$ cat src/rtl/twb_pkg.sv
// Shared constants and types for the two-wire bus error and arbitration block
// Assumes a 25 MHz system clock and an APB slave port with 32-bit data
package twb_pkg;
	localparam logic [7:0] ADDR_CTRL = 8'h00;
	localparam logic [7:0] ADDR_STAT = 8'h04;
	localparam logic [7:0] ADDR_DATA = 8'h08;
	localparam logic [7:0] ADDR_OWN = 8'h0C;
	localparam int CTRL_FLAG_BIT = 7;
	localparam int CTRL_ACK_BIT = 6;
	localparam int CTRL_START_BIT = 5;
	localparam int CTRL_STOP_BIT = 4;
	localparam int CTRL_EN_BIT = 2;
	localparam int OWN_ADDR_LSB = 1;
	localparam logic [6:0] OWN_ADDR_RST = 7'h7F;
	localparam logic [7:0] DATA_RST = 8'hFF;
	localparam int CLK_PERIOD_NS = 40;
	localparam int SCL_HALF_NS = 5000;
	localparam int SCL_HALF_CYC = (SCL_HALF_NS + CLK_PERIOD_NS - 1) / CLK_PERIOD_NS;
	localparam logic [7:0] STAT_NO_INFO = 8'hF8;
	localparam logic [7:0] STAT_BUS_ERR = 8'h00;
	localparam logic [7:0] STAT_START = 8'h08;
	localparam logic [7:0] STAT_REP_START = 8'h10;
	localparam logic [7:0] STAT_SLA_W_ACK = 8'h18;
	localparam logic [7:0] STAT_SLA_W_NACK = 8'h20;
	localparam logic [7:0] STAT_TX_ACK = 8'h28;
	localparam logic [7:0] STAT_TX_NACK = 8'h30;
	localparam logic [7:0] STAT_ARB_LOST = 8'h38;
	localparam logic [7:0] STAT_SLA_R_ACK = 8'h40;
	localparam logic [7:0] STAT_SLA_R_NACK = 8'h48;
	localparam logic [7:0] STAT_RX_ACK = 8'h50;
	localparam logic [7:0] STAT_RX_NACK = 8'h58;
	localparam logic [7:0] STAT_OWN_W = 8'h60;
	localparam logic [7:0] STAT_ARB_OWN_W = 8'h68;
	localparam logic [7:0] STAT_SRX_ACK = 8'h80;
	localparam logic [7:0] STAT_SRX_NACK = 8'h88;
	localparam logic [7:0] STAT_SLV_STOP = 8'hA0;
	localparam logic [7:0] STAT_OWN_R = 8'hA8;
	localparam logic [7:0] STAT_ARB_OWN_R = 8'hB0;
	localparam logic [7:0] STAT_STX_ACK = 8'hB8;
	localparam logic [7:0] STAT_STX_NACK = 8'hC0;

	typedef enum logic [7:0] {
		ST_IDLE = 8'h01,
		ST_BERR = 8'h02,
		ST_GEN = 8'h04,
		ST_MADDR = 8'h08,
		ST_MTX = 8'h10,
		ST_MRX = 8'h20,
		ST_SRX = 8'h40,
		ST_STX = 8'h80
	} twb_state_type;

	typedef struct packed {
		logic sda;
		logic scl;
	} twb_pins_type;

	typedef struct packed {
		logic psel;
		logic penable;
		logic pwrite;
		logic [7:0] paddr;
		logic [31:0] pwdata;
	} twb_apb_req_type;

	typedef struct packed {
		logic ackEn;
		logic startReq;
		logic stopReq;
		logic enable;
	} twb_ctrl_type;

	typedef struct packed {
		twb_state_type state;
		twb_ctrl_type ctrl;
		logic flag;
		logic [7:0] status;
		logic [7:0] buffer;
		logic [6:0] ownAddr;
		logic [7:0] txShift;
		logic [7:0] rxShift;
		logic [3:0] bitCnt;
		logic busy;
		logic firstByte;
		logic arbLostAddr;
		logic addrHit;
		logic ackSeen;
		logic isStop;
		logic repStart;
		logic [1:0] step;
		logic [15:0] timer;
		logic sdaLow;
		logic sclLow;
		logic sdaPrev;
		logic sclPrev;
		logic [31:0] prdata;
	} twb_regs_type;
endpackage

$ cat src/rtl/twb_core.sv
// Two-wire bus controller core: bus error recovery, repeated start, arbitration
// Assumes open-drain SDA/SCL resolved outside and an APB master on clk_sys
`timescale 1ns/1ps
module twb_core
	import twb_pkg::*;
#(
	parameter int HALF_CYC = twb_pkg::SCL_HALF_CYC
) (
	// Clock, reset and clock enable
	input wire logic clk_sys,
	input wire logic sys_rst,
	input wire logic clkEn,
	// APB slave
	input wire twb_pkg::twb_apb_req_type apbReq,
	output logic [31:0] prdata,
	output logic pready,
	output logic pslverr,
	// Bus pins, open drain
	input wire twb_pkg::twb_pins_type pinIn,
	output twb_pkg::twb_pins_type pinOut,
	output twb_pkg::twb_pins_type pinOe
);
	import twb_pkg::*;

	localparam twb_regs_type REGS_RST = '{
		state: ST_IDLE,
		status: STAT_NO_INFO,
		buffer: DATA_RST,
		ownAddr: OWN_ADDR_RST,
		sdaPrev: 1'b1,
		sclPrev: 1'b1,
		default: '0
	};

	twb_regs_type r_r;
	twb_regs_type r_nxt;
	twb_pins_type busPin;
	logic evtSet;
	logic [7:0] evtCode;
	logic clrReq;
	logic busStart;
	logic busStop;
	logic sclRise;
	logic sclFall;
	logic halfDone;
	logic masterBits;
	logic txRole;
	logic [7:0] statusRd;

	function automatic logic isMapped(input logic [7:0] addr);
		return addr == ADDR_CTRL || addr == ADDR_STAT || addr == ADDR_DATA || addr == ADDR_OWN;
	endfunction

	twb_sync #(
		.WIDTH(2)
	) u_sync (
		.clk_sys(clk_sys),
		.sys_rst(sys_rst),
		.clkEn(clkEn),
		.din(pinIn),
		.q(busPin)
	);

	assign busStart = busPin.scl & r_r.sclPrev & ~busPin.sda & r_r.sdaPrev;
	assign busStop = busPin.scl & r_r.sclPrev & busPin.sda & ~r_r.sdaPrev;
	assign sclRise = busPin.scl & ~r_r.sclPrev;
	assign sclFall = ~busPin.scl & r_r.sclPrev;
	assign halfDone = r_r.timer >= 16'(HALF_CYC - 1);
	assign masterBits = r_r.state == ST_MADDR || r_r.state == ST_MTX || r_r.state == ST_MRX;
	assign txRole = r_r.state == ST_MADDR || r_r.state == ST_MTX || r_r.state == ST_STX;
	assign statusRd = r_r.flag ? r_r.status : STAT_NO_INFO;

	always_comb begin
		r_nxt = r_r;
		evtSet = 1'b0;
		evtCode = r_r.status;
		clrReq = 1'b0;
		r_nxt.sdaPrev = busPin.sda;
		r_nxt.sclPrev = busPin.scl;

		// Register bus; read data is caught in the setup cycle
		if (apbReq.psel && !apbReq.penable) begin
			if (apbReq.paddr == ADDR_CTRL) begin
				r_nxt.prdata = {24'h000000, r_r.flag, r_r.ctrl.ackEn, r_r.ctrl.startReq,
					r_r.ctrl.stopReq, 1'b0, r_r.ctrl.enable, 2'b00};
			end else if (apbReq.paddr == ADDR_STAT) begin
				r_nxt.prdata = {24'h000000, statusRd};
			end else if (apbReq.paddr == ADDR_DATA) begin
				r_nxt.prdata = {24'h000000, r_r.buffer};
			end else if (apbReq.paddr == ADDR_OWN) begin
				r_nxt.prdata = {24'h000000, r_r.ownAddr, 1'b0};
			end else begin
				r_nxt.prdata = '0;
			end
		end
		if (apbReq.psel && apbReq.penable && apbReq.pwrite) begin
			if (apbReq.paddr == ADDR_CTRL) begin
				r_nxt.ctrl.ackEn = apbReq.pwdata[CTRL_ACK_BIT];
				r_nxt.ctrl.startReq = apbReq.pwdata[CTRL_START_BIT];
				r_nxt.ctrl.stopReq = apbReq.pwdata[CTRL_STOP_BIT];
				r_nxt.ctrl.enable = apbReq.pwdata[CTRL_EN_BIT];
				clrReq = apbReq.pwdata[CTRL_FLAG_BIT];
			end else if (apbReq.paddr == ADDR_DATA) begin
				r_nxt.buffer = apbReq.pwdata[7:0];
			end else if (apbReq.paddr == ADDR_OWN) begin
				r_nxt.ownAddr = apbReq.pwdata[OWN_ADDR_LSB+:7];
			end
		end

		// Master clock: low half, release, then high half counted only once SCL is
		// really high, so a stretching slave or a slower master simply pauses us
		if (masterBits && !r_r.flag) begin
			if (r_r.sclLow) begin
				r_nxt.timer = halfDone ? 16'h0000 : r_r.timer + 16'h0001;
				r_nxt.sclLow = ~halfDone;
			end else if (busPin.scl) begin
				r_nxt.timer = halfDone ? 16'h0000 : r_r.timer + 16'h0001;
				r_nxt.sclLow = halfDone;
			end
		end

		// START, repeated START and STOP generation
		if (r_r.state == ST_GEN) begin
			r_nxt.timer = r_r.timer + 16'h0001;
			case (r_r.step)
				2'd0: begin
					r_nxt.sdaLow = r_r.isStop;
					if (halfDone) begin
						r_nxt.step = 2'd1;
						r_nxt.timer = '0;
					end
				end
				2'd1: begin
					r_nxt.sclLow = 1'b0;
					if (!busPin.scl) begin
						r_nxt.timer = '0;
					end else if (halfDone) begin
						r_nxt.step = 2'd2;
						r_nxt.timer = '0;
					end
				end
				2'd2: begin
					r_nxt.sdaLow = ~r_r.isStop;
					if (halfDone) begin
						r_nxt.timer = '0;
						r_nxt.step = 2'd3;
						if (r_r.isStop) begin
							r_nxt.state = ST_IDLE;
							r_nxt.ctrl.stopReq = 1'b0;
						end
					end
				end
				default: begin
					r_nxt.sclLow = 1'b1;
					r_nxt.state = ST_MADDR;
					r_nxt.txShift = r_r.buffer;
					evtSet = 1'b1;
					evtCode = r_r.repStart ? STAT_REP_START : STAT_START;
				end
			endcase
		end else if (r_r.state == ST_IDLE && r_r.ctrl.startReq && !r_r.busy && !r_r.flag) begin
			r_nxt.state = ST_GEN;
			r_nxt.isStop = 1'b0;
			r_nxt.repStart = 1'b0;
			r_nxt.step = 2'd0;
			r_nxt.timer = '0;
		end

		// Bus monitor and byte engine
		if (busStart || busStop) begin
			r_nxt.busy = busStart;
			r_nxt.firstByte = busStart;
			r_nxt.bitCnt = '0;
			r_nxt.arbLostAddr = 1'b0;
			// A condition after the second clock of a byte or during the ack is misplaced
			if (r_r.busy && r_r.bitCnt > 4'd1 && r_r.state != ST_BERR) begin
				r_nxt.state = ST_BERR;
				r_nxt.sdaLow = 1'b0;
				r_nxt.sclLow = 1'b0;
				evtSet = 1'b1;
				evtCode = STAT_BUS_ERR;
			end else if (r_r.state == ST_SRX || r_r.state == ST_STX) begin
				r_nxt.state = ST_IDLE;
				r_nxt.sdaLow = 1'b0;
				evtSet = 1'b1;
				evtCode = STAT_SLV_STOP;
			end
		end else if (sclRise) begin
			if (r_r.bitCnt != 4'd9) begin
				r_nxt.bitCnt = r_r.bitCnt + 4'd1;
			end
			if (r_r.bitCnt < 4'd8) begin
				r_nxt.rxShift = {r_r.rxShift[6:0], busPin.sda};
			end else if (r_r.bitCnt == 4'd8) begin
				r_nxt.ackSeen = ~busPin.sda;
			end
			// Only a mismatch is seen, so identical traffic passes unnoticed
			if (r_r.bitCnt < 4'd8 && (r_r.state == ST_MADDR || r_r.state == ST_MTX)
				&& !r_r.sdaLow && !busPin.sda) begin
				r_nxt.state = ST_IDLE;
				r_nxt.sdaLow = 1'b0;
				r_nxt.sclLow = 1'b0;
				if (r_r.state == ST_MADDR) begin
					r_nxt.arbLostAddr = 1'b1;
				end else begin
					evtSet = 1'b1;
					evtCode = STAT_ARB_LOST;
				end
			end
		end else if (sclFall) begin
			if (r_r.bitCnt == 4'd0 && txRole) begin
				r_nxt.sdaLow = ~r_r.txShift[7];
			end else if (r_r.bitCnt < 4'd8 && txRole) begin
				r_nxt.txShift = {r_r.txShift[6:0], 1'b0};
				r_nxt.sdaLow = ~r_r.txShift[6];
			end else if (r_r.bitCnt == 4'd8) begin
				if (r_r.state == ST_IDLE && r_r.firstByte) begin
					r_nxt.addrHit = r_r.rxShift[7:1] == r_r.ownAddr && r_r.ctrl.ackEn;
					r_nxt.sdaLow = r_r.rxShift[7:1] == r_r.ownAddr && r_r.ctrl.ackEn;
				end else begin
					r_nxt.sdaLow = (r_r.state == ST_MRX || r_r.state == ST_SRX) && r_r.ctrl.ackEn;
				end
			end else if (r_r.bitCnt == 4'd9) begin
				r_nxt.bitCnt = '0;
				r_nxt.firstByte = 1'b0;
				r_nxt.arbLostAddr = 1'b0;
				r_nxt.sdaLow = 1'b0;
				evtSet = 1'b1;
				case (r_r.state)
					ST_MADDR: begin
						r_nxt.state = r_r.rxShift[0] ? ST_MRX : ST_MTX;
						evtCode = r_r.rxShift[0]
							? (r_r.ackSeen ? STAT_SLA_R_ACK : STAT_SLA_R_NACK)
							: (r_r.ackSeen ? STAT_SLA_W_ACK : STAT_SLA_W_NACK);
					end
					ST_MTX: evtCode = r_r.ackSeen ? STAT_TX_ACK : STAT_TX_NACK;
					ST_MRX: evtCode = r_r.ackSeen ? STAT_RX_ACK : STAT_RX_NACK;
					ST_SRX: begin
						evtCode = r_r.ackSeen ? STAT_SRX_ACK : STAT_SRX_NACK;
						r_nxt.state = r_r.ackSeen ? ST_SRX : ST_IDLE;
					end
					ST_STX: begin
						evtCode = r_r.ackSeen ? STAT_STX_ACK : STAT_STX_NACK;
						r_nxt.state = r_r.ackSeen ? ST_STX : ST_IDLE;
					end
					ST_IDLE: begin
						if (r_r.firstByte && r_r.addrHit) begin
							r_nxt.state = r_r.rxShift[0] ? ST_STX : ST_SRX;
							evtCode = r_r.rxShift[0]
								? (r_r.arbLostAddr ? STAT_ARB_OWN_R : STAT_OWN_R)
								: (r_r.arbLostAddr ? STAT_ARB_OWN_W : STAT_OWN_W);
						end else if (r_r.firstByte && r_r.arbLostAddr) begin
							evtCode = STAT_ARB_LOST;
						end else begin
							evtSet = 1'b0;
						end
					end
					default: evtSet = 1'b0;
				endcase
				r_nxt.addrHit = 1'b0;
				// The last byte on the bus is kept with each event at the end of a byte, so an arbitration lost in the address byte keeps it
				if (evtSet) begin
					r_nxt.buffer = r_r.rxShift;
				end
			end
		end

		// Software answer; a flag set in the same cycle wins and the answer is dropped
		if (clrReq && r_r.flag && !evtSet) begin
			r_nxt.flag = 1'b0;
			if (r_r.state == ST_MADDR || masterBits) begin
				if (r_nxt.ctrl.stopReq || r_nxt.ctrl.startReq) begin
					// Repeated START sends no STOP and ends with SCL held low, so the bus is never let go
					r_nxt.state = ST_GEN;
					r_nxt.isStop = r_nxt.ctrl.stopReq;
					r_nxt.repStart = 1'b1;
					r_nxt.step = 2'd0;
					r_nxt.timer = '0;
				end else if (txRole) begin
					r_nxt.txShift = r_r.buffer;
					r_nxt.sdaLow = ~r_r.buffer[7];
				end
			end else if (r_r.state == ST_STX && !r_nxt.ctrl.stopReq) begin
				r_nxt.txShift = r_r.buffer;
				r_nxt.sdaLow = ~r_r.buffer[7];
			end else if (r_nxt.ctrl.stopReq) begin
				r_nxt.state = ST_IDLE;
				r_nxt.ctrl.stopReq = 1'b0;
				r_nxt.sdaLow = 1'b0;
				r_nxt.sclLow = 1'b0;
			end
		end
		if (evtSet) begin
			r_nxt.flag = 1'b1;
			r_nxt.status = evtCode;
		end

		// Disabled: all transfers end at once and both lines are released
		if (!r_r.ctrl.enable) begin
			r_nxt.state = ST_IDLE;
			r_nxt.sdaLow = 1'b0;
			r_nxt.sclLow = 1'b0;
			r_nxt.flag = 1'b0;
		end
	end

	always_ff @(posedge clk_sys or posedge sys_rst) begin
		if (sys_rst) begin
			r_r <= REGS_RST;
		end else if (clkEn) begin
			r_r <= r_nxt;
		end
	end

	assign prdata = r_r.prdata;
	assign pready = clkEn;
	assign pslverr = apbReq.psel & apbReq.penable & ~isMapped(apbReq.paddr);
	assign pinOut = '0;
	assign pinOe.sda = r_r.sdaLow;
	// An addressed slave holds SCL low while software answers
	assign pinOe.scl = r_r.sclLow | (r_r.flag & (r_r.state == ST_SRX || r_r.state == ST_STX));
endmodule

$ cat src/rtl/twb_sync.sv
// Two-stage synchroniser for pin levels entering the system clock domain
// Assumes inputs are asynchronous to clk_sys; only the second stage is read outside
`timescale 1ns/1ps
module twb_sync #(
	parameter int WIDTH = 2
) (
	// Clock and reset
	input wire logic clk_sys,
	input wire logic sys_rst,
	input wire logic clkEn,
	// Levels
	input wire logic [WIDTH-1:0] din,
	output logic [WIDTH-1:0] q
);
	logic [1:0][WIDTH-1:0] stage_r;
	logic [1:0][WIDTH-1:0] stage_nxt;

	always_comb begin
		stage_nxt = {stage_r[0], din};
	end

	// Idle bus lines are high, so reset to ones to avoid a false edge at release
	always_ff @(posedge clk_sys or posedge sys_rst) begin
		if (sys_rst) begin
			stage_r <= '1;
		end else if (clkEn) begin
			stage_r <= stage_nxt;
		end
	end

	assign q = stage_r[1];
endmodule

$ cat config.mk
export PLATFORM = sky130hd
export DESIGN_NAME = twb_core
export DESIGN_NICKNAME = d
export VERILOG_FILES = /design/src/rtl/twb_pkg.sv /design/src/rtl/twb_core.sv /design/src/rtl/twb_sync.sv
export SDC_FILE = /design/constraint.sdc
export NUM_CORES = 1
export LEC_CHECK = 0
export BUFFER_PORTS_ARGS = -buffer_cell sky130_fd_sc_hd__buf_2
export CAP_MARGIN = 20
export CORE_MARGIN = 2
export CORE_UTILIZATION = 50
export CTS_BUF_LIST = sky130_fd_sc_hd__clkbuf_4
export DETAILED_ROUTE_END_ITERATION = 10
export GPL_TIMING_DRIVEN = 0
export PLACE_DENSITY = 0.69
export SLEW_MARGIN = 5
export SYNTH_ARGS = -nofsm -noshare
export SYNTH_HDL_FRONTEND = slang
export SYNTH_SLANG_ARGS = --single-unit
$ cat constraint.sdc
create_clock -name clk_sys -period 4.6 [get_ports clk_sys]
set_input_delay 0.46 -clock clk_sys [delete_from_list [all_inputs] [get_ports clk_sys]]
set_output_delay 0.46 -clock clk_sys [all_outputs]
set_load 0.1 [all_outputs]
==> metrics.txt <==
placed cells=1012; reg2reg end=r_r[34]; gpl congestion=0.947; Die Wd=119 um; Hold Path Sink=u_sync.stage_nxt[3]; CP endpoint kind=flop; Iteration-0 DRC Markers=609; fin crit share=75.9%; Req. time, crit path=4.99 ns; Critical Path Source Type=flop; Synth area leader=dfrtp_1; final setup vio count=0; non-filler cells in the finished layout=1029; Initial Util=50.6%; most common cell after layout, fill and taps aside=nand2_1; hold_sp=pinIn[1]; minimum clock period after layout=3.49 ns; post-DR wirelength/cell=19.6 um; Synth area leaders=dfrtp_1 (26%), dfstp_2 (11%), a21oi_1 (4.8%), o21ai_0 (4.8%), buf_4 (4.6%); CTS Buf Count=9; P&R area growth vs syn=9.93%; Synth async-reset ratio=100%; Antenna Nets Post-Route=0; Fillers=1249; WHS Path Cells=2; DR vias=6266; routed wire length=20100 um; CTS tree=built; grt ovf=0; root buffer cell=clkbuf_4; type of the tightest min-delay check=input pin to flop; post-detail-place hpwl=15200 um; layout cells sized above 1=21.9%; top_reg_cell synth=dfrtp_1; Max Buffers Root-to-Sink=2; cells after synthesis=775; sequential-to-total area share from yosys stat=37.1%; H-tree lvl count=3; hold slack=0.202 ns; R2R cell count=9; CP arrival=3.88 ns; vias in the first global route=5966; Setup Skew=0.0146 ns; die area=0.0142 mm2; buffers added on ports=35; status=finished, final reports clean; Multi-input gate area=0.00372 mm2; Worst-Skew Late Latency=0.49 ns; max-slew violation count=0; synthesized area per cell=8.55 um2; commonest non-fill, non-tap cells in the layout=nand2_1 (79), nor2_1 (71), dfrtp_1 (70); largest net degree at the start of global routing=63; Crit Path Class=flop to flop; slew at the pin with the worst max-slew slack=0.908 ns; CTS clk-pin slew, worst paths=0.16 ns; FMAX=286 MHz; worst rel slew slack=39.0%; Leak Pwr=0.00320 uW; PwrDens=284 mW/mm2; FP Rows=42; I/O pin cnt=86; Max-Cap Viols=0; register bit count reported by yosys=97; Sequential Area=0.00246 mm2; RSZ-0062 raised after global routing=no; initial antenna violation count=0; Mapped Area=0.00663 mm2; net total in the final layout=908; Final Hold Viols=0; GRT Total Usage=29.0%; DRC=0; synthesis warning total=0; First-pass DRT Iterations=5; TritonCTS Sinks=97; worst-path maximum fanout=10; die height=119 um; Via density=6.09; Synth top area share=26.4%; Setup TNS=0 ns; slack of the worst reg-to-reg path=1.11 ns; reg2reg start=r_r[109]; wire length of the first global-routing pass=32000 um; number of diodes=0; peak supply drop=0.230 mV; count of different cell masters after synthesis=84; crit path from=r_r[109]; Core ar.=0.0131 mm2; Post-synth EDFFs=0
[area by class of cell]
type | instances | share of cell area (%)
Buffer | 71 | 6.03
Inverter | 27 | 1.43
Clock inverter | 7 | 0.842
Sequential cell | 97 | 33.8
Tap cell | 176 | 3.02
Timing Repair Buffer | 37 | 2.92
Multi-Input combinational cell | 605 | 51.0
Clock buffer | 9 | 0.928
[power breakdown]
| part | internal, uW | total [uW] | switching [uW] |
|---|---|---|---|
| clock network | 123 | 449 | 326 |
| logic | 192 | 612 | 421 |
| registers | 932 | 1010 | 73.6 |
| total | 1250 | 2070 | 820 |
[registers in the layout, indices dropped and copies added (netlist names)]
register          count
r_r                  84
u_sync.q              2
prdata                8
u_sync.stage_nxt      2
pinOe                 1
[Yosys cell counts, types with 14 or more instances]
cell and count:
nand2_1 79, nor2_1 71, dfrtp_1 70, a21oi_1 64, o21ai_0 63, buf_4 41
dfstp_2 27, inv_1 27, mux2_2 26, nand3_1 25, clkbuf_1 20, nor3_1 17
nor4_1 16, o22ai_1 14
[worst max path at each step]
stage	to	slack, ns
2_1_floorplan	pinOe[1]	1.65
3_3_place_gp	r_r[60]	0.45
3_5_place_dp	r_r[34]	1.22
4_1_cts	r_r[34]	1.20
5_1_grt	r_r[34]	0.90
6_report	r_r[34]	1.11
[timing repair]
item,4_1_cts,5_1_grt
resized for setup,0,0
setup buffers,0,0
endpoints found under the setup margin,0,0
hold buffers,1,0
hold endpoints to repair,25,0
[per-stage QoR]
step | utilization, % | worst slack [ns] | instance area [um2] | power [uW]
detailed placement | 54.6 | 1.22 | 7150 | 1620
finish | 55.7 | 1.11 | 7280 | 2070
floorplan | - | 1.65 | 6720 | 1450
CTS | 55.7 | 1.20 | 7280 | 2070
global placement | 54.4 | 0.447 | 7120 | 1600
global route | 55.7 | 0.903 | 7280 | 2170
[logic make-up after synthesis]
group,after synthesis,share of synthesized area (%)
AOI/OAI and AO/OA,245,24.4
xor gates and xnor gates,13,1.72
adders and majority gates,12,2.27
buffers and inverters,98,8.16
DFF,97,37.1
muxes,29,4.87
other,1,0.0566
and+or+nand+nor,280,21.4
[per-layer routing]
layer | global-route usage (%) | up-vias | share of wire, %
met3 | 4.21 | 43 | 5.9
met4 | 12.3 | 0 | 3.0
met2 | 45.1 | 241 | 46
met1 | 40.5 | 3038 | 45
li1 | - | 2944 | -
met5 | 0 | - | 0
[critical path: stages, from the launching register on]
cell and delay (ns):
dfstp_2 0.54, buf_2 0.20, nor4_2 0.10, and4b_2 0.22
clkbuf_1 0.21, nor4_1 0.78, nand3_1 0.20, a21boi_0 0.66
nand3_1 0.17, a32o_1 0.30
Note: power is estimated with default switching activity, not from simulation.
